[src/include/pin_irq_pkg.sv]
// constants for the pin, pin-change and supply-detect interrupt block
// assumes byte-wide registers, one per aligned 32-bit word on the bus
package pin_irq_pkg;
  localparam int ADDR_W    = 10;
  localparam int NUM_PORTS = 3;

  // register indices; byte address is four times the index
  localparam logic [7:0] IDX_PORT_FLAGS = 8'h85;
  localparam logic [7:0] IDX_POWER      = 8'h87;
  localparam logic [7:0] IDX_TIMER_AND_EXT_INT_CONTROL       = 8'h88;
  localparam logic [7:0] IDX_PORT_SEL   = 8'h91;
  localparam logic [7:0] IDX_COMB       = 8'h95;
  localparam logic [7:0] IDX_PIN_FLAGS  = 8'h96;
  localparam logic [7:0] IDX_WAKE_MASK  = 8'h9c;
  localparam logic [7:0] IDX_IE_MAIN    = 8'ha8;
  localparam logic [7:0] IDX_IE_EXTRA   = 8'ha9;
  localparam logic [7:0] IDX_SUPPLY     = 8'hbf;

  // field positions
  localparam int B_TYPE_A   = 0;
  localparam int B_EDGE_A   = 1;
  localparam int B_TYPE_B   = 2;
  localparam int B_EDGE_B   = 3;
  localparam int B_EN_A     = 0;
  localparam int B_EN_B     = 2;
  localparam int B_GLOBAL   = 7;
  localparam int B_PCIE     = 1;
  localparam int B_SUPIE    = 2;
  localparam int B_T3_FLAG  = 0;
  localparam int B_SUMMARY  = 1;
  localparam int B_CONV     = 4;
  localparam int B_NVM_BUSY = 5;
  localparam int B_NVM_DONE = 6;
  localparam int B_SUP_FLAG = 7;
  localparam int B_IDL      = 0;
  localparam int B_PD       = 1;
  localparam int B_SUP_PD   = 7;
  localparam int B_SUP_OUT  = 6;

  // writable bit masks and reset values
  localparam logic [7:0] RST_BYTE      = 8'h00;
  localparam logic [7:0] POWER_WMASK   = 8'h8c;
  localparam logic [7:0] IE_MAIN_WMASK = 8'hbf;
  localparam logic [7:0] SUPPLY_WMASK  = 8'h9f;
  localparam logic [7:0] CLR_SUP_CODE  = 8'h7f;

  localparam logic [1:0] RESP_OK     = 2'b00;
  localparam logic [1:0] RESP_DECERR = 2'b11;

  // warm-up after a halt wake before requests reach the core
  localparam int WARMUP_NS  = 1000;
  localparam int CLK_NS     = 5;
  localparam int WARMUP_CYC = (WARMUP_NS + CLK_NS - 1) / CLK_NS;
  localparam int WARM_W     = 8;

  typedef enum logic [1:0] {
    PSEL_P0   = 2'b00,
    PSEL_P1   = 2'b01,
    PSEL_RSVD = 2'b10,
    PSEL_P3   = 2'b11
  } port_sel_e;

  typedef enum logic [1:0] {
    P_RUN  = 2'b00,
    P_IDLE = 2'b01,
    P_HALT = 2'b10,
    P_WARM = 2'b11
  } pwr_state_e;
endpackage

[src/include/chg_bank_if.sv]
// carrier between the controller and one port's change-flag bank
// assumes both ends on the same clock
`timescale 1ns/100ps
interface chg_bank_if;
  logic [7:0] chg;
  logic [7:0] clr_pin;
  logic       clr_all;
  logic       clr_port;
  logic [7:0] flags;
  logic       port_flag;
  modport bank (input chg, clr_pin, clr_all, clr_port, output flags, port_flag);
  modport ctl  (output chg, clr_pin, clr_all, clr_port, input flags, port_flag);
endinterface

[src/design/pin_lvd_interrupt_wakeup.sv]
// pin, pin-change and supply-detect interrupts with idle and halt wake-up
// assumes an AXI4-Lite master on aclk; core pulses int_ack on vector entry
//
// Decided for this implementation: register access over AXI4-Lite.
`timescale 1ns/100ps
module pin_lvd_interrupt_wakeup (
  input  wire logic                           aclk,
  input  wire logic                           aresetn,
  input  wire logic                           s_axi_awvalid,
  output logic                                s_axi_awready,
  input  wire logic [pin_irq_pkg::ADDR_W-1:0] s_axi_awaddr,
  input  wire logic                           s_axi_wvalid,
  output logic                                s_axi_wready,
  input  wire logic [31:0]                    s_axi_wdata,
  input  wire logic [3:0]                     s_axi_wstrb,
  output logic                                s_axi_bvalid,
  input  wire logic                           s_axi_bready,
  output logic      [1:0]                     s_axi_bresp,
  input  wire logic                           s_axi_arvalid,
  output logic                                s_axi_arready,
  input  wire logic [pin_irq_pkg::ADDR_W-1:0] s_axi_araddr,
  output logic                                s_axi_rvalid,
  input  wire logic                           s_axi_rready,
  output logic      [31:0]                    s_axi_rdata,
  output logic      [1:0]                     s_axi_rresp,
  input  wire logic                           ext_irq_pin_a,
  input  wire logic                           ext_irq_pin_b,
  input  wire logic [7:0]                     port0_pins,
  input  wire logic [7:0]                     port1_pins,
  input  wire logic [7:0]                     port3_pins,
  input  wire logic                           supply_below,
  input  wire logic [2:0]                     other_flag_set,
  input  wire logic                           nvm_write_pending,
  input  wire logic [1:0]                     int_ack,
  output logic                                irq_ext_a,
  output logic                                irq_ext_b,
  output logic                                irq_pin_change,
  output logic                                irq_supply,
  output logic                                cpu_idle,
  output logic                                cpu_halt,
  output logic      [3:0]                     supply_threshold_select,
  output logic                                supply_detect_powerdown
);
  import pin_irq_pkg::*;

  function automatic logic is_mapped(input logic [7:0] idx);
    case (idx)
      IDX_PORT_FLAGS, IDX_POWER, IDX_TIMER_AND_EXT_INT_CONTROL, IDX_PORT_SEL, IDX_COMB,
      IDX_PIN_FLAGS, IDX_WAKE_MASK, IDX_IE_MAIN, IDX_IE_EXTRA,
      IDX_SUPPLY: is_mapped = 1'b1;
      default: is_mapped = 1'b0;
    endcase
  endfunction

  logic              aw_held_ff;
  logic              w_held_ff;
  logic              bvalid_ff;
  logic              rvalid_ff;
  logic [ADDR_W-1:0] awaddr_ff;
  logic [7:0]        wdata_ff;
  logic              wstrb_ff;
  logic [1:0]        bresp_ff;
  logic [1:0]        rresp_ff;
  logic [31:0]       rdata_ff;
  logic [7:0]        rd_byte;
  logic [7:0]        rd_idx;
  logic [7:0]        wr_idx;
  logic [7:0]        wb;
  logic              wr_go;
  logic              wr_en;

  logic [7:0]        timer_and_ext_int_control_ff;
  logic [7:0]        nxt_timer_and_ext_int_control;
  logic [7:0]        ie_main_ff;
  logic [7:0]        ie_extra_ff;
  logic [7:0]        sup_setup_ff;
  logic [7:0]        pmisc_ff;
  port_sel_e         psel_ff;
  logic [7:0]        wake_mask_ff [NUM_PORTS];
  logic              sum_flag_ff;
  logic              sup_flag_ff;
  logic [2:0]        misc_flag_ff;
  pwr_state_e        pwr_state_ff;
  logic [WARM_W-1:0] warm_cnt_ff;

  logic [1:0]        ext_lvl;
  logic [1:0]        ext_fell;
  logic [23:0]       port_chg;
  logic              sup_lvl;
  logic              sup_chg;
  logic              sup_rise;
  logic [1:0]        sel_bank;
  logic [7:0]        bank_flags [NUM_PORTS];
  logic [2:0]        port_flag;
  logic [2:0]        any_chg;
  logic              comb_wr;
  logic              sum_clear;
  logic              ea;
  logic              low_a;
  logic              low_b;
  logic              req_a;
  logic              req_b;
  logic              req_pc;
  logic              req_sup;
  logic              req_any;
  logic              pin_hold;
  logic              halt_wake;
  logic              hold;

  // write channel: address and data taken in either order
  assign s_axi_awready = ~aw_held_ff & ~bvalid_ff;
  assign s_axi_wready  = ~w_held_ff & ~bvalid_ff;
  assign s_axi_bvalid  = bvalid_ff;
  assign s_axi_bresp   = bresp_ff;
  assign wr_go         = aw_held_ff & w_held_ff & ~bvalid_ff;
  assign wr_idx        = awaddr_ff[ADDR_W-1:2];
  assign wb            = wdata_ff;
  assign wr_en         = wr_go & wstrb_ff & is_mapped(wr_idx);

  always_ff @(posedge aclk) begin
    if (!aresetn) begin
      aw_held_ff <= 1'b0;
      w_held_ff  <= 1'b0;
      bvalid_ff  <= 1'b0;
      awaddr_ff  <= '0;
      wdata_ff   <= RST_BYTE;
      wstrb_ff   <= 1'b0;
      bresp_ff   <= RESP_OK;
    end else begin
      if (s_axi_awvalid && s_axi_awready) begin
        aw_held_ff <= 1'b1;
        awaddr_ff  <= s_axi_awaddr;
      end
      if (s_axi_wvalid && s_axi_wready) begin
        w_held_ff <= 1'b1;
        wdata_ff  <= s_axi_wdata[7:0];
        wstrb_ff  <= s_axi_wstrb[0];
      end
      if (wr_go) begin
        aw_held_ff <= 1'b0;
        w_held_ff  <= 1'b0;
        bvalid_ff  <= 1'b1;
        bresp_ff   <= is_mapped(wr_idx) ? RESP_OK : RESP_DECERR;
      end else if (bvalid_ff && s_axi_bready) begin
        bvalid_ff <= 1'b0;
      end
    end
  end

  // read channel: one cycle from address to data
  assign s_axi_arready = ~rvalid_ff;
  assign s_axi_rvalid  = rvalid_ff;
  assign s_axi_rdata   = rdata_ff;
  assign s_axi_rresp   = rresp_ff;
  assign rd_idx        = s_axi_araddr[ADDR_W-1:2];

  always_comb begin
    case (rd_idx)
      IDX_PORT_FLAGS: rd_byte = {4'h0, port_flag[2], 1'b0, port_flag[1:0]};
      IDX_POWER:      rd_byte = {pmisc_ff[7], 3'h0, pmisc_ff[3:2],
                                 pwr_state_ff == P_HALT, pwr_state_ff == P_IDLE};
      IDX_TIMER_AND_EXT_INT_CONTROL:       rd_byte = timer_and_ext_int_control_ff;
      IDX_PORT_SEL:   rd_byte = {6'h00, psel_ff};
      IDX_COMB:       rd_byte = {sup_flag_ff, misc_flag_ff[2], nvm_write_pending,
                                 misc_flag_ff[1], 2'b00, sum_flag_ff, misc_flag_ff[0]};
      IDX_PIN_FLAGS:  rd_byte = bank_flags[sel_bank];
      IDX_WAKE_MASK:  rd_byte = wake_mask_ff[sel_bank];
      IDX_IE_MAIN:    rd_byte = ie_main_ff;
      IDX_IE_EXTRA:   rd_byte = ie_extra_ff;
      IDX_SUPPLY:     rd_byte = {sup_setup_ff[7], sup_lvl, sup_setup_ff[5:0]};
      default:        rd_byte = 8'h00;
    endcase
  end

  always_ff @(posedge aclk) begin
    if (!aresetn) begin
      rvalid_ff <= 1'b0;
      rdata_ff  <= 32'h0000_0000;
      rresp_ff  <= RESP_OK;
    end else if (s_axi_arvalid && s_axi_arready) begin
      rvalid_ff <= 1'b1;
      rdata_ff  <= {24'h00_0000, rd_byte};
      rresp_ff  <= is_mapped(rd_idx) ? RESP_OK : RESP_DECERR;
    end else if (rvalid_ff && s_axi_rready) begin
      rvalid_ff <= 1'b0;
    end
  end

  // pin synchronisers
  pin_sync #(.W(2)) u_ext_sync (
    .aclk     (aclk),
    .aresetn  (aresetn),
    .async_in ({ext_irq_pin_b, ext_irq_pin_a}),
    .level    (ext_lvl),
    .changed  (),
    .fell     (ext_fell)
  );

  pin_sync #(.W(24)) u_port_sync (
    .aclk     (aclk),
    .aresetn  (aresetn),
    .async_in ({port3_pins, port1_pins, port0_pins}),
    .level    (),
    .changed  (port_chg),
    .fell     ()
  );

  pin_sync #(.W(1)) u_sup_sync (
    .aclk     (aclk),
    .aresetn  (aresetn),
    .async_in (supply_below),
    .level    (sup_lvl),
    .changed  (sup_chg),
    .fell     ()
  );

  assign sup_rise = sup_chg & sup_lvl;

  // banks 0,1,2 serve ports 0,1,3
  assign sel_bank  = (psel_ff == PSEL_P3) ? 2'd2 : {1'b0, psel_ff[0]};
  assign comb_wr   = wr_en && (wr_idx == IDX_COMB);
  assign sum_clear = comb_wr && !wb[B_SUMMARY];

  chg_bank_if cb [NUM_PORTS] ();

  for (genvar g = 0; g < NUM_PORTS; g++) begin : g_bank
    localparam int POS = (g == 2) ? 3 : g;
    // mode bits enable both change detection and halt wake
    assign cb[g].chg      = port_chg[8*g +: 8] & wake_mask_ff[g];
    assign cb[g].clr_all  = sum_clear;
    assign cb[g].clr_port = wr_en && (wr_idx == IDX_PORT_FLAGS) && !wb[POS];
    assign cb[g].clr_pin  = (wr_en && (wr_idx == IDX_PIN_FLAGS) && sel_bank == 2'(g))
                            ? ~wb : 8'h00;
    assign bank_flags[g]  = cb[g].flags;
    assign port_flag[g]   = cb[g].port_flag;
    assign any_chg[g]     = |cb[g].chg;
    change_bank u_bank (
      .aclk    (aclk),
      .aresetn (aresetn),
      .b       (cb[g].bank)
    );
  end

  // plain control registers
  always_ff @(posedge aclk) begin
    if (!aresetn) begin
      ie_main_ff   <= RST_BYTE;
      ie_extra_ff  <= RST_BYTE;
      sup_setup_ff <= RST_BYTE;
      pmisc_ff     <= RST_BYTE;
      psel_ff      <= PSEL_P0;
      wake_mask_ff <= '{default: RST_BYTE};
    end else if (wr_en) begin
      case (wr_idx)
        IDX_IE_MAIN:   ie_main_ff <= wb & IE_MAIN_WMASK;
        IDX_IE_EXTRA:  ie_extra_ff <= wb;
        IDX_SUPPLY:    sup_setup_ff <= wb & SUPPLY_WMASK;
        IDX_POWER:     pmisc_ff <= wb & POWER_WMASK;
        // the reserved code is dropped, the old port stays selected
        IDX_PORT_SEL:  if (wb[1:0] != PSEL_RSVD) psel_ff <= port_sel_e'(wb[1:0]);
        IDX_WAKE_MASK: wake_mask_ff[sel_bank] <= wb;
        default:       ;
      endcase
    end
  end

  assign supply_threshold_select = sup_setup_ff[3:0];
  assign supply_detect_powerdown = sup_setup_ff[B_SUP_PD];

  // edge flags: pin edge wins over vector entry and software write
  always_comb begin
    nxt_timer_and_ext_int_control = timer_and_ext_int_control_ff;
    if (wr_en && (wr_idx == IDX_TIMER_AND_EXT_INT_CONTROL)) nxt_timer_and_ext_int_control = wb;
    if (int_ack[0]) nxt_timer_and_ext_int_control[B_EDGE_A] = 1'b0;
    if (int_ack[1]) nxt_timer_and_ext_int_control[B_EDGE_B] = 1'b0;
    if (ext_fell[0]) nxt_timer_and_ext_int_control[B_EDGE_A] = 1'b1;
    if (ext_fell[1]) nxt_timer_and_ext_int_control[B_EDGE_B] = 1'b1;
  end

  always_ff @(posedge aclk) begin
    if (!aresetn) timer_and_ext_int_control_ff <= RST_BYTE;
    else          timer_and_ext_int_control_ff <= nxt_timer_and_ext_int_control;
  end

  // combined flags: set wins over a clearing write
  always_ff @(posedge aclk) begin
    if (!aresetn) begin
      sum_flag_ff  <= 1'b0;
      sup_flag_ff  <= 1'b0;
      misc_flag_ff <= 3'b000;
    end else begin
      sum_flag_ff <= (sum_flag_ff & ~sum_clear) | (|any_chg);
      sup_flag_ff <= (sup_flag_ff & ~(comb_wr && wb == CLR_SUP_CODE))
                     | (sup_rise & ~sup_setup_ff[B_SUP_PD]);
      misc_flag_ff <= (misc_flag_ff & ~({3{comb_wr}} &
                       ~{wb[B_NVM_DONE], wb[B_CONV], wb[B_T3_FLAG]})) | other_flag_set;
    end
  end

  // requests
  assign ea      = ie_main_ff[B_GLOBAL];
  assign low_a   = ~ext_lvl[0];
  assign low_b   = ~ext_lvl[1];
  assign req_a   = ea & ie_main_ff[B_EN_A]
                   & (timer_and_ext_int_control_ff[B_TYPE_A] ? timer_and_ext_int_control_ff[B_EDGE_A] : low_a);
  assign req_b   = ea & ie_main_ff[B_EN_B]
                   & (timer_and_ext_int_control_ff[B_TYPE_B] ? timer_and_ext_int_control_ff[B_EDGE_B] : low_b);
  assign req_pc  = ea & ie_extra_ff[B_PCIE] & sum_flag_ff;
  assign req_sup = ea & ie_extra_ff[B_SUPIE] & sup_flag_ff;
  assign req_any = req_a | req_b | req_pc | req_sup;
  assign hold    = (pwr_state_ff == P_HALT) || (pwr_state_ff == P_WARM);

  // halt wake ignores global and pin-change enables
  assign pin_hold  = (ie_main_ff[B_EN_A] & low_a) | (ie_main_ff[B_EN_B] & low_b);
  assign halt_wake = pin_hold | (|any_chg);

  // requests stay off until warm-up ends so the core resumes first
  always_ff @(posedge aclk) begin
    if (!aresetn) begin
      irq_ext_a      <= 1'b0;
      irq_ext_b      <= 1'b0;
      irq_pin_change <= 1'b0;
      irq_supply     <= 1'b0;
    end else begin
      irq_ext_a      <= req_a & ~hold;
      irq_ext_b      <= req_b & ~hold;
      irq_pin_change <= req_pc & ~hold;
      irq_supply     <= req_sup & ~hold;
    end
  end

  // power modes
  always_ff @(posedge aclk) begin
    if (!aresetn) begin
      pwr_state_ff <= P_RUN;
      warm_cnt_ff  <= '0;
    end else begin
      case (pwr_state_ff)
        P_RUN: begin
          if (wr_en && (wr_idx == IDX_POWER)) begin
            if (wb[B_PD] && !pin_hold) pwr_state_ff <= P_HALT;
            else if (wb[B_IDL]) pwr_state_ff <= P_IDLE;
          end
        end
        P_IDLE: begin
          if (req_any) pwr_state_ff <= P_RUN;
        end
        P_HALT: begin
          if (halt_wake) begin
            pwr_state_ff <= P_WARM;
            warm_cnt_ff  <= WARM_W'(WARMUP_CYC - 1);
          end
        end
        P_WARM: begin
          if (warm_cnt_ff == '0) pwr_state_ff <= P_RUN;
          else warm_cnt_ff <= warm_cnt_ff - 1'b1;
        end
        default: pwr_state_ff <= P_RUN;
      endcase
    end
  end

  assign cpu_idle = (pwr_state_ff == P_IDLE);
  assign cpu_halt = (pwr_state_ff == P_HALT);
endmodule

[src/design/pin_sync.sv]
// two-stage synchroniser with change and falling-edge detect
// assumes async_in comes from pins outside the aclk domain
`timescale 1ns/100ps
module pin_sync #(
  parameter int W = 1
) (
  input  wire logic         aclk,
  input  wire logic         aresetn,
  input  wire logic [W-1:0] async_in,
  output logic      [W-1:0] level,
  output logic      [W-1:0] changed,
  output logic      [W-1:0] fell
);
  logic [W-1:0] meta_ff;
  logic [W-1:0] sync_ff;
  logic [W-1:0] prev_ff;

  // idle pins sit high, so reset to ones avoids a false edge
  always_ff @(posedge aclk) begin
    if (!aresetn) begin
      meta_ff <= '1;
      sync_ff <= '1;
      prev_ff <= '1;
    end else begin
      meta_ff <= async_in;
      sync_ff <= meta_ff;
      prev_ff <= sync_ff;
    end
  end

  assign level   = sync_ff;
  assign changed = sync_ff ^ prev_ff;
  assign fell    = prev_ff & ~sync_ff;
endmodule

[src/design/change_bank.sv]
// per-pin and per-port change flags for one port
// assumes clears come as one-cycle strobes from the register file
`timescale 1ns/100ps
module change_bank (
  input wire logic aclk,
  input wire logic aresetn,
  chg_bank_if.bank b
);
  import pin_irq_pkg::*;
  logic [7:0] flags_ff;
  logic       port_ff;

  // a change in the clearing cycle still sets the flag
  always_ff @(posedge aclk) begin
    if (!aresetn) begin
      flags_ff <= RST_BYTE;
      port_ff  <= 1'b0;
    end else begin
      flags_ff <= (flags_ff & ~b.clr_pin & {8{~b.clr_all}}) | b.chg;
      port_ff  <= (port_ff & ~b.clr_port & ~b.clr_all) | (|b.chg);
    end
  end

  assign b.flags     = flags_ff;
  assign b.port_flag = port_ff;
endmodule

[config.mk]
export PLATFORM = sky130hd
export DESIGN_NAME = pin_lvd_interrupt_wakeup
export DESIGN_NICKNAME = d
export VERILOG_FILES = /design/src/include/pin_irq_pkg.sv /design/src/include/chg_bank_if.sv /design/src/design/pin_lvd_interrupt_wakeup.sv /design/src/design/pin_sync.sv /design/src/design/change_bank.sv
export SDC_FILE = /design/constraint.sdc
export NUM_CORES = 1
export LEC_CHECK = 0
export BUFFER_PORTS_ARGS = -buffer_cell sky130_fd_sc_hd__buf_2
export CAP_MARGIN = 20
export CORE_UTILIZATION = 45
export DETAILED_ROUTE_END_ITERATION = 12
export PLACE_DENSITY = 0.65
export SLEW_MARGIN = 25
export SYNTH_ARGS = -nofsm -noshare
export SYNTH_HDL_FRONTEND = slang
export SYNTH_HIERARCHICAL = 1
export SYNTH_SLANG_ARGS = --single-unit
[constraint.sdc]
create_clock -name aclk -period 2.2 [get_ports aclk]
set_input_delay 0.22 -clock aclk [delete_from_list [all_inputs] [get_ports aclk]]
set_output_delay 0.22 -clock aclk [all_outputs]
set_load 0.01 [all_outputs]
== After elaboration in Yosys (flattened, before gate mapping) ==
Index checks and enable logic that the tools add are counted.
Word-level totals
  word-level logic and storage cells: 253
  flip-flop bits (word level): 220
  input port bits: 96
  output and inout bits: 52
Operators by class
  $lt $le $gt $ge: 2
  reductions and logical operators: 48
  mux-type cells: 43
  bitwise operators: 80
  eq/ne operators: 34
  add/subtract/negate cells: 1
Operators by type and width (number)
  equality test 8 bit, second input constant: 20
  2-to-1 mux 8 bit: 10
  one-hot mux 8 bit (10 select lines): 1
  bitwise AND 8 bit: 9
  binary-select mux 8 bit (select 2 bit): 2
  NOT 8 bit: 4
  bitwise AND 1 bit: 30
  bitwise mux 24 bit: 1
  OR 8 bit: 3
  OR reduction 24 bit: 1
  OR reduction 8 bit: 3
  XOR 24 bit: 1
  logical AND 1 bit: 20
  OR reduction 10 bit: 2
  2-to-1 mux 2 bit: 9
  demux 8 bit (select 2 bit): 1
  2-to-1 mux 1 bit: 16
  one-hot mux 8 bit (2 select lines): 1
  NOT 1 bit: 14
  OR 1 bit: 10
  AND reduction 2 bit: 5
  equality test 2 bit, second input constant: 4
  equality test 8 x 7 -> 1 bit, second input constant: 1
  zero test 8 bit: 1
  other kinds (24): 39

== Longest topological paths before layout ==
Gate-level depths: netlist of the first run.
  depth in word-level cells: 11
  gate-level depth with buffers: 10
  depth with buffers taken out: 9

== Cells and area by module ==
Netlist of the first run, hierarchy kept.
Modules (own cells, without submodules)
  pin_lvd_interrupt_wakeup: instances 1, cells each 758, area an instance 6002.0 um^2
  pin_sync (u_port_sync): instances 1, cells each 223, area an instance 2409.8 um^2
  change_bank: instances 3, cells each 32, area an instance 346.6 um^2
  pin_sync (u_ext_sync): instances 1, cells each 18, area an instance 197.7 um^2
  pin_sync (u_sup_sync): instances 1, cells each 9, area an instance 98.8 um^2

== Least setup slack after synthesis of the first run ==
Ideal clock, no wire load.
  path kind: flip-flop to flip-flop
  start: register u_port_sync.sync_ff[22] (netlist: u_port_sync/level[22])
  end: register warm_cnt_ff[0]
  arrival time: 2100 ps
  path slack: -27 ps
  cell stages (with the launch flop): 11
  path buffers: 1
  required time: 2072 ps
  library setup time: 128 ps
  path through: dfxtp_1 -> inv_1 -> ha_1 -> inv_1 -> and2_4 -> or4_4 -> nor4_4 -> a21bo_4 -> buf_6 -> mux2_2 -> nor2_1
On the way
  word-level cells in the longest chain between the ends: 6
Ends and longest elaborated chain
  start: declaration: RTL line pin_sync.sv:15  | logic [W-1:0] sync_ff;
  start signal: assignment: RTL line pin_sync.sv:26  | sync_ff <= meta_ff;
  XOR 24 bit: RTL line pin_sync.sv:32  | assign changed = sync_ff ^ prev_ff;
  net port_chg[22]: RTL line pin_lvd_interrupt_wakeup.sv:88  | logic [23:0] port_chg;
  bitwise AND 8 bit: RTL line pin_lvd_interrupt_wakeup.sv:229  | assign cb[g].chg = port_chg[8*g +: 8] & wake_mask_ff[g];
  net cb[2].chg[6]: RTL line chg_bank_if.sv:5  | logic [7:0] chg;
  OR reduction 24 bit: RTL line pin_lvd_interrupt_wakeup.sv:315  | assign halt_wake = pin_hold | (|any_chg);
  OR 1 bit: RTL line pin_lvd_interrupt_wakeup.sv:315
  inequality test 2 x 1 -> 1 bit (no line)
  AND reduction 3 bit (no line)
  end signal: assignment: RTL line pin_lvd_interrupt_wakeup.sv:351  | warm_cnt_ff <= WARM_W'(WARMUP_CYC - 1);
  end signal: assignment: RTL line pin_lvd_interrupt_wakeup.sv:356  | else warm_cnt_ff <= warm_cnt_ff - 1'b1;
  end: declaration: RTL line pin_lvd_interrupt_wakeup.sv:84  | logic [WARM_W-1:0] warm_cnt_ff;
The timed path passes the listed nets, and every way through them passes these cells.
A chain may end at the register's enable or synchronous reset.

== Final worst setup path of the first run ==
  start: register u_port_sync.sync_ff[1] (netlist: u_port_sync/level[1])
  end: register warm_cnt_ff[7]
On the way
  word-level cells in the longest chain between the ends: 6
Ends and longest elaborated chain (RTL line)
  XOR 24 bit: pin_sync.sv:32
  net port_chg[1]: pin_lvd_interrupt_wakeup.sv:88
  bitwise AND 8 bit: pin_lvd_interrupt_wakeup.sv:229
  net cb[0].chg[1]: chg_bank_if.sv:5
  OR reduction 24 bit: pin_lvd_interrupt_wakeup.sv:315
  OR 1 bit: pin_lvd_interrupt_wakeup.sv:315
  inequality test 2 x 1 -> 1 bit (no line)
  AND reduction 3 bit (no line)
The timed path passes the listed nets, and every way through them passes these cells.

==> results.toml, run 1 <==
[run_status]
status = "finished with violations"
violations = "negative setup slack"

[route]
wirelength_um = 25200
remaining_drc_errors = 0
drt_first_pass_iters = 5
ant_nets = 0
viasPerCell = 5.12
routedWlPerCell_um = 16.3
via_count = 7949
drtIter0Drc = 594

[power]
irDropWorstVdd_uv = 515
total_power_mw = 8.50
p_leak_nw = 5.33
power_density_mw_per_mm2 = 705

[worst_setup_path]
path_buf_inv = 3
crit_fanout = 7
slowest_stage = "or4_4"
crit_top_cell = "inv_1"
start_kind = "register"
path_cells = "inv_1 -> ha_1 -> inv_1 -> and2_1 -> or4_4 -> nor4_4 -> buf_6 -> a21bo_4 -> or4_1 -> a31oi_1"
arrival_ns = 2.67
cpLargestDelayFamily = "simple AND/OR/NAND/NOR gates"
cpPeakStageDelay_ns = 0.57
crit_required_ns = 2.58
worstSetupPathType = "register to register"
end_kind = "register"

[floorplan]
die-area_mm2 = 0.0222
io-pin-count = 148
num_rows = 53
die_w_um = 149
die_height_um = 149
start_util_pct = 46.0
coreArea_mm2 = 0.0212

[timing]
hold_viol_final = 0
fmax_mhz = 435
fin_crit_ns = 2.30
relSlewSlack_pct = 53.9
report.final.setup_viol = 9
min_period_over_period_pct = 104
fin_skew_ns = 0.0222
tightest_slew_ns = 0.690
rsz0062_at_grt = "yes"
slew_viol_final = 0
finalSetupTns_ns = -0.615
setup_ws_ns = -0.0980

[cells_and_area]
area_growth_pct = 23.8
post_layout_nonfiller_instances = 1553
final_util_pct = 57.0
drive_gt1_share_pct = 19.0
antennaDiodeCount = 0
num-nets-final = 1389

[clock_tree]
cts_root_buf = "clkbuf_16"
cts_buffers = 24
cts_tree = "done"
clockBufferDepth = 3
cts-htree-levels = 1
clock_latency_ns = 0.52
clk_pin_slew_worst_paths_ns = 0.06
cts.sinks = 216

[grt]
grt_pass1_wl_um = 39400
gr-total-overflow = 0
grt_pass1_vias = 7340
grt_util_all_layers_pct = 22.7
grt_max_degree = 118
grt_antenna_before_repair = 1

[flow_run]
maxCapViolCount = 0

[synth]
synthesis.instances = 1102
syn-cell-area_mm2 = 0.00974
yosys_warnings = 6
postSynthAreaPerCell_um2 = 8.84

[min_path]
hold_path.class = "input port to register"

[placed_design]
port_buffers = 92
hpwl_um = 17700
gp_congestion = 0.943
dp.cells = 1461
-- worst min-delay path, stage by stage --
cell    delay [ns]
buf_2         0.08
nor2_1        0.03
o21a_1        0.15
-- path summary, 6_finish.rpt --
path	startpoint	end	slack [ns]	depth (start not counted)
max	u_port_sync/level[1]$_SDFF_PN1_	warm_cnt_ff[7]$_SDFFE_PN0P_	-0.1	10
min	int_ack[1]	timer_and_ext_int_control_ff[3]$_SDFFE_PN0P_	0.01	3
max reg2reg	u_port_sync/level[1]$_SDFF_PN1_	warm_cnt_ff[7]$_SDFFE_PN0P_	-0.1	10
min reg2reg	u_port_sync/meta_ff[0]$_SDFF_PN1_	u_port_sync/level[0]$_SDFF_PN1_	0.40	1
-- area by class of cell --
class                      instances  area, um^2
clock buffer                      37         711
multi-input combinational        740        4840
tap                              275         344
fill                            1865        9100
clock inverter                     3        40.0
sequential                       216        4340
timing repair buffer             203        1490
inverter                          79         297
-- cells in the final DEF, fill, tap and decap left out, types with 8 or more instances in the layout --
master and count:
dfxtp_1 207, nor2_1 115, buf_2 91, nand2_1 90
nand2b_1 87, inv_1 72, mux2i_1 63, a21oi_1 56
buf_4 56, dlygate4sd3_1 50, o21a_1 26, ha_1 26
nor3b_1 25, clkbuf_16 25, conb_1 24, nand3_1 20
o21ai_0 19, and2_1 13, a31oi_1 12, a211oi_1 10
nor2b_1 9, nand4_1 9, a22oi_1 9, dfxtp_2 9
clkbuf_1 8
-- state kept, by name, indices dropped and copies added (netlist names), 2 cells and up --
name and cells:
s_axi_rdata 8, sup_setup_ff 6, ie_extra_ff 8, wb 8
pwr_state_ff 2, u_port_sync/meta_ff 24, timer_and_ext_int_control_ff 8, misc_flag_ff 3
pmisc_ff 3, wake_mask_ff 24, awaddr_ff 8, psel_ff 2
u_ext_sync/meta_ff 2, u_ext_sync/prev_ff 2, warm_cnt_ff 8, u_ext_sync/level 2
g_bank.u_bank/b.flags 24, ie_main_ff 7, u_port_sync/level 24, g_bank.u_bank/b.port_flag 3
u_port_sync/prev_ff 24
-- metrics by stage --
stage          instance area [um^2]  hold slack [ns]  setup slack [ns]
2_1_floorplan                  9840            0.293          -0.00540
3_3_place_gp                  10700            0.388            -0.119
3_5_place_dp                  10700            0.391            -0.172
4_1_cts                       12000          0.00155           -0.0800
5_1_grt                       12100         0.000443            -0.187
6_report                      12100           0.0128           -0.0980
-- power breakdown --
part	internal, mW	leakage, nW	switching, mW	total, mW
clock	2.32	0.368	1.52	3.84
combinational	0.254	3.20	0.312	0.566
sequential	4.01	1.76	0.0861	4.10
total	6.58	5.33	1.92	8.50
-- layer usage --
metal,GRT usage [%],part of all wire [%],vias up
met1,31.4,46,3706
met3,4.19,5.9,42
met5,0,0.052,-
li1,-,-,3968
met4,6.89,2.3,2
met2,35.9,46,231
-- timing repair --
action,4_1_cts,5_1_grt
pin swaps,4,11
gates cloned,1,0
setup buffers,0,1
hold buffers,50,0
endpoints found under the setup margin,9,11
endpoints found under the hold margin,50,0
gates resized for setup,9,25
No activity file was read; power rests on OpenSTA's default activity.
==> run 2, diff against run 1 <==
--- a/config.mk
+++ b/config.mk
@@ -6,10 +6,11 @@
 export NUM_CORES = 1
 export LEC_CHECK = 0
 export BUFFER_PORTS_ARGS = -buffer_cell sky130_fd_sc_hd__buf_2
-export CAP_MARGIN = 20
+export CAP_MARGIN = 0
 export CORE_UTILIZATION = 45
 export DETAILED_ROUTE_END_ITERATION = 12
 export PLACE_DENSITY = 0.65
+export SETUP_SLACK_MARGIN = 0.2
 export SLEW_MARGIN = 25
 export SYNTH_ARGS = -nofsm -noshare
 export SYNTH_HDL_FRONTEND = slang
==> results.toml, run 2 (synthesis gave the netlist of run 1 again) <==
[run_status]
status = "finished with violations"
violations = "negative setup slack"

[cells_and_area]
area_growth_pct = 26.0
num-nets-final = 1406
layout_common_cells = "dfxtp_1, nor2_1, buf_2, nand2_1, nand2b_1"
post_layout_nonfiller_instances = 1574
final_util_pct = 58.0
antennaDiodeCount = 0
drive_gt1_share_pct = 21.6
layout_commonest_cell = "dfxtp_1"

[floorplan]
die-area_mm2 = 0.0222
die_w_um = 149
die_height_um = 149
num_rows = 53
start_util_pct = 46.0
io-pin-count = 148
coreArea_mm2 = 0.0212

[min_path]
worstHoldPathCells = 4
hold_path.class = "input port to register"
whs_endpoint = "awaddr_ff[5]$_SDFFE_PN0P_"
hold_start = "s_axi_awvalid"

[grt]
grt_pass1_vias = 7447
grt_util_all_layers_pct = 22.5
grt_max_degree = 99
grt_antenna_before_repair = 0
gr-total-overflow = 0
grt_pass1_wl_um = 39000

[timing]
report.final.setup_viol = 9
hold_viol_final = 0
min_period_over_period_pct = 105
relSlewSlack_pct = 49.7
fin_skew_ns = 0.0203
rsz0062_at_grt = "yes"
fmax_mhz = 434
fin_crit_ns = 2.31
tightest_slew_ns = 0.754
slew_viol_final = 0
setup_ws_ns = -0.105

[power]
power_density_mw_per_mm2 = 713
p_clk_share_pct = 46.7
irDropWorstVdd_uv = 688
p_leak_nw = 5.44
p_sw_share_pct = 23.7
sequentialPowerShare_pct = 46.7
total_power_mw = 8.75
combPwrFrac_pct = 6.5
p_sw_mw = 2.07
p_int_mw = 6.68

[clock_tree]
clockBufferDepth = 3
cts_tree = "done"
cts_root_buf = "clkbuf_16"
clock_latency_ns = 0.54
clk_pin_slew_worst_paths_ns = 0.06
cts-htree-levels = 1
cts_buffers = 25
cts.sinks = 216

[worst_setup_path]
crit_required_ns = 2.61
reg2reg_slack_ns = -0.11
cpLargestDelayFamily = "simple AND/OR/NAND/NOR gates"
cpPeakStageDelay_ns = 0.56
path_buf_inv = 3
reg2reg_depth = 10
worstSetupPathType = "register to register"
slowest_stage = "or4_4"
arrival_ns = 2.71
timing.rr.start = "u_port_sync/level[0]$_SDFF_PN1_"
start_kind = "register"
crit_fanout = 7
regToRegEndpoint = "warm_cnt_ff[2]$_SDFFE_PN0P_"
end_kind = "register"
crit_top_cell = "inv_2"
path_cells = "inv_2 -> ha_4 -> inv_2 -> and2_4 -> or4_4 -> nor4_4 -> buf_6 -> a21bo_4 -> or3_1 -> a31oi_1"

[route]
drt_first_pass_iters = 5
viasPerCell = 5.14
drtIter0Drc = 531
wirelength_um = 25000
ant_nets = 0
via_count = 8083
remaining_drc_errors = 0
routedWlPerCell_um = 15.9

[placed_design]
dp.cells = 1471
hpwl_um = 17400
port_buffers = 92
gp_congestion = 0.942

[flow_run]
maxCapViolCount = 0
==> run 2: changes by cell type in the layout (fill, tap and decap cells not counted), sizes merged <==
cell and delta:
bufinv +1, dlygate4sd3 +1, inv +2, buf +15
clkinvlp +5, clkbuf -5, clkinv +2
==> run 2: timing repair <==
item,in CTS,in global routing
gates cloned,1,0
setup endpoints to repair,18,62
pin swaps,11,19
gates resized for setup,22,31
setup buffers,1,5
endpoints found under the hold margin,51,0
hold buffers,51,0
==> run 2: cell type report <==
| type | instances | area, um^2 |
|---|---|---|
| timing repair buffer | 219 | 1580 |
| fill | 1847 | 8880 |
| clock buffer | 32 | 672 |
| sequential | 216 | 4340 |
| multi-input combinational | 740 | 4890 |
| tap | 275 | 344 |
| inverter | 79 | 297 |
| clock inverter | 13 | 146 |
==> run 2: worst max path at each step <==
stage | depth (start not counted) | slack, ns | end | from
floorplan | 10 | -0.003 | warm_cnt_ff[0]$_SDFFE_PN0P_ | u_port_sync/level[17]$_SDFF_PN1_
global placement | 10 | -0.10 | warm_cnt_ff[7]$_SDFFE_PN0P_ | u_port_sync/level[17]$_SDFF_PN1_
detailed placement | 10 | -0.16 | warm_cnt_ff[3]$_SDFFE_PN0P_ | u_port_sync/level[19]$_SDFF_PN1_
CTS | 10 | -0.13 | warm_cnt_ff[4]$_SDFFE_PN0P_ | u_port_sync/level[1]$_SDFF_PN1_
global route | 10 | -0.23 | warm_cnt_ff[2]$_SDFFE_PN0P_ | u_port_sync/level[3]$_SDFF_PN1_
finish | 10 | -0.11 | warm_cnt_ff[2]$_SDFFE_PN0P_ | u_port_sync/level[0]$_SDFF_PN1_
==> run 2: worst register-to-register path, delay by kind of cell, from the launching register on <==
kind	cells	cell delay [ns]
AND/OR/NAND/NOR	4	1.11
buffers and inverters	3	0.25
AO/OA/AOI/OAI	2	0.24
adder cells (fa/ha/maj)	1	0.26
flip-flops	1	0.32
==> run 2: power groups by stage <==
stage / Clock (mW) / Combinational, mW / Sequential [mW]
6_report: 4.09 / 0.572 / 4.09
4_1_cts: 4.19 / 0.563 / 4.09
5_1_grt: 4.37 / 0.634 / 4.10
2_1_floorplan: 0 / 0.356 / 4.13
3_3_place_gp: 0 / 0.480 / 4.17
3_5_place_dp: 0 / 0.486 / 4.17
==> run 2: per-layer routing <==
metal / vias to the layer above / global-route usage, % / wire [um]
li1: 4003 / - / -
met1: 3790 / 31.2 / 11700
met2: 244 / 35.7 / 11300
met3: 46 / 3.73 / 1420
met4: 0 / 6.79 / 614
met5: - / 0 / 0
==> run 2: through the flow <==
step / worst slack, ns / TNS (ns) / hold WS [ns] / area [um^2]
3_3_place_gp: -0.102 / -0.790 / 0.388 / 10700
6_report: -0.105 / -0.801 / 0.166 / 12300
2_1_floorplan: -0.00304 / -0.00304 / 0.293 / 9850
3_5_place_dp: -0.163 / -1.15 / 0.392 / 10700
4_1_cts: -0.131 / -1.00 / 0.160 / 12100
5_1_grt: -0.226 / -1.79 / 0.196 / 12300
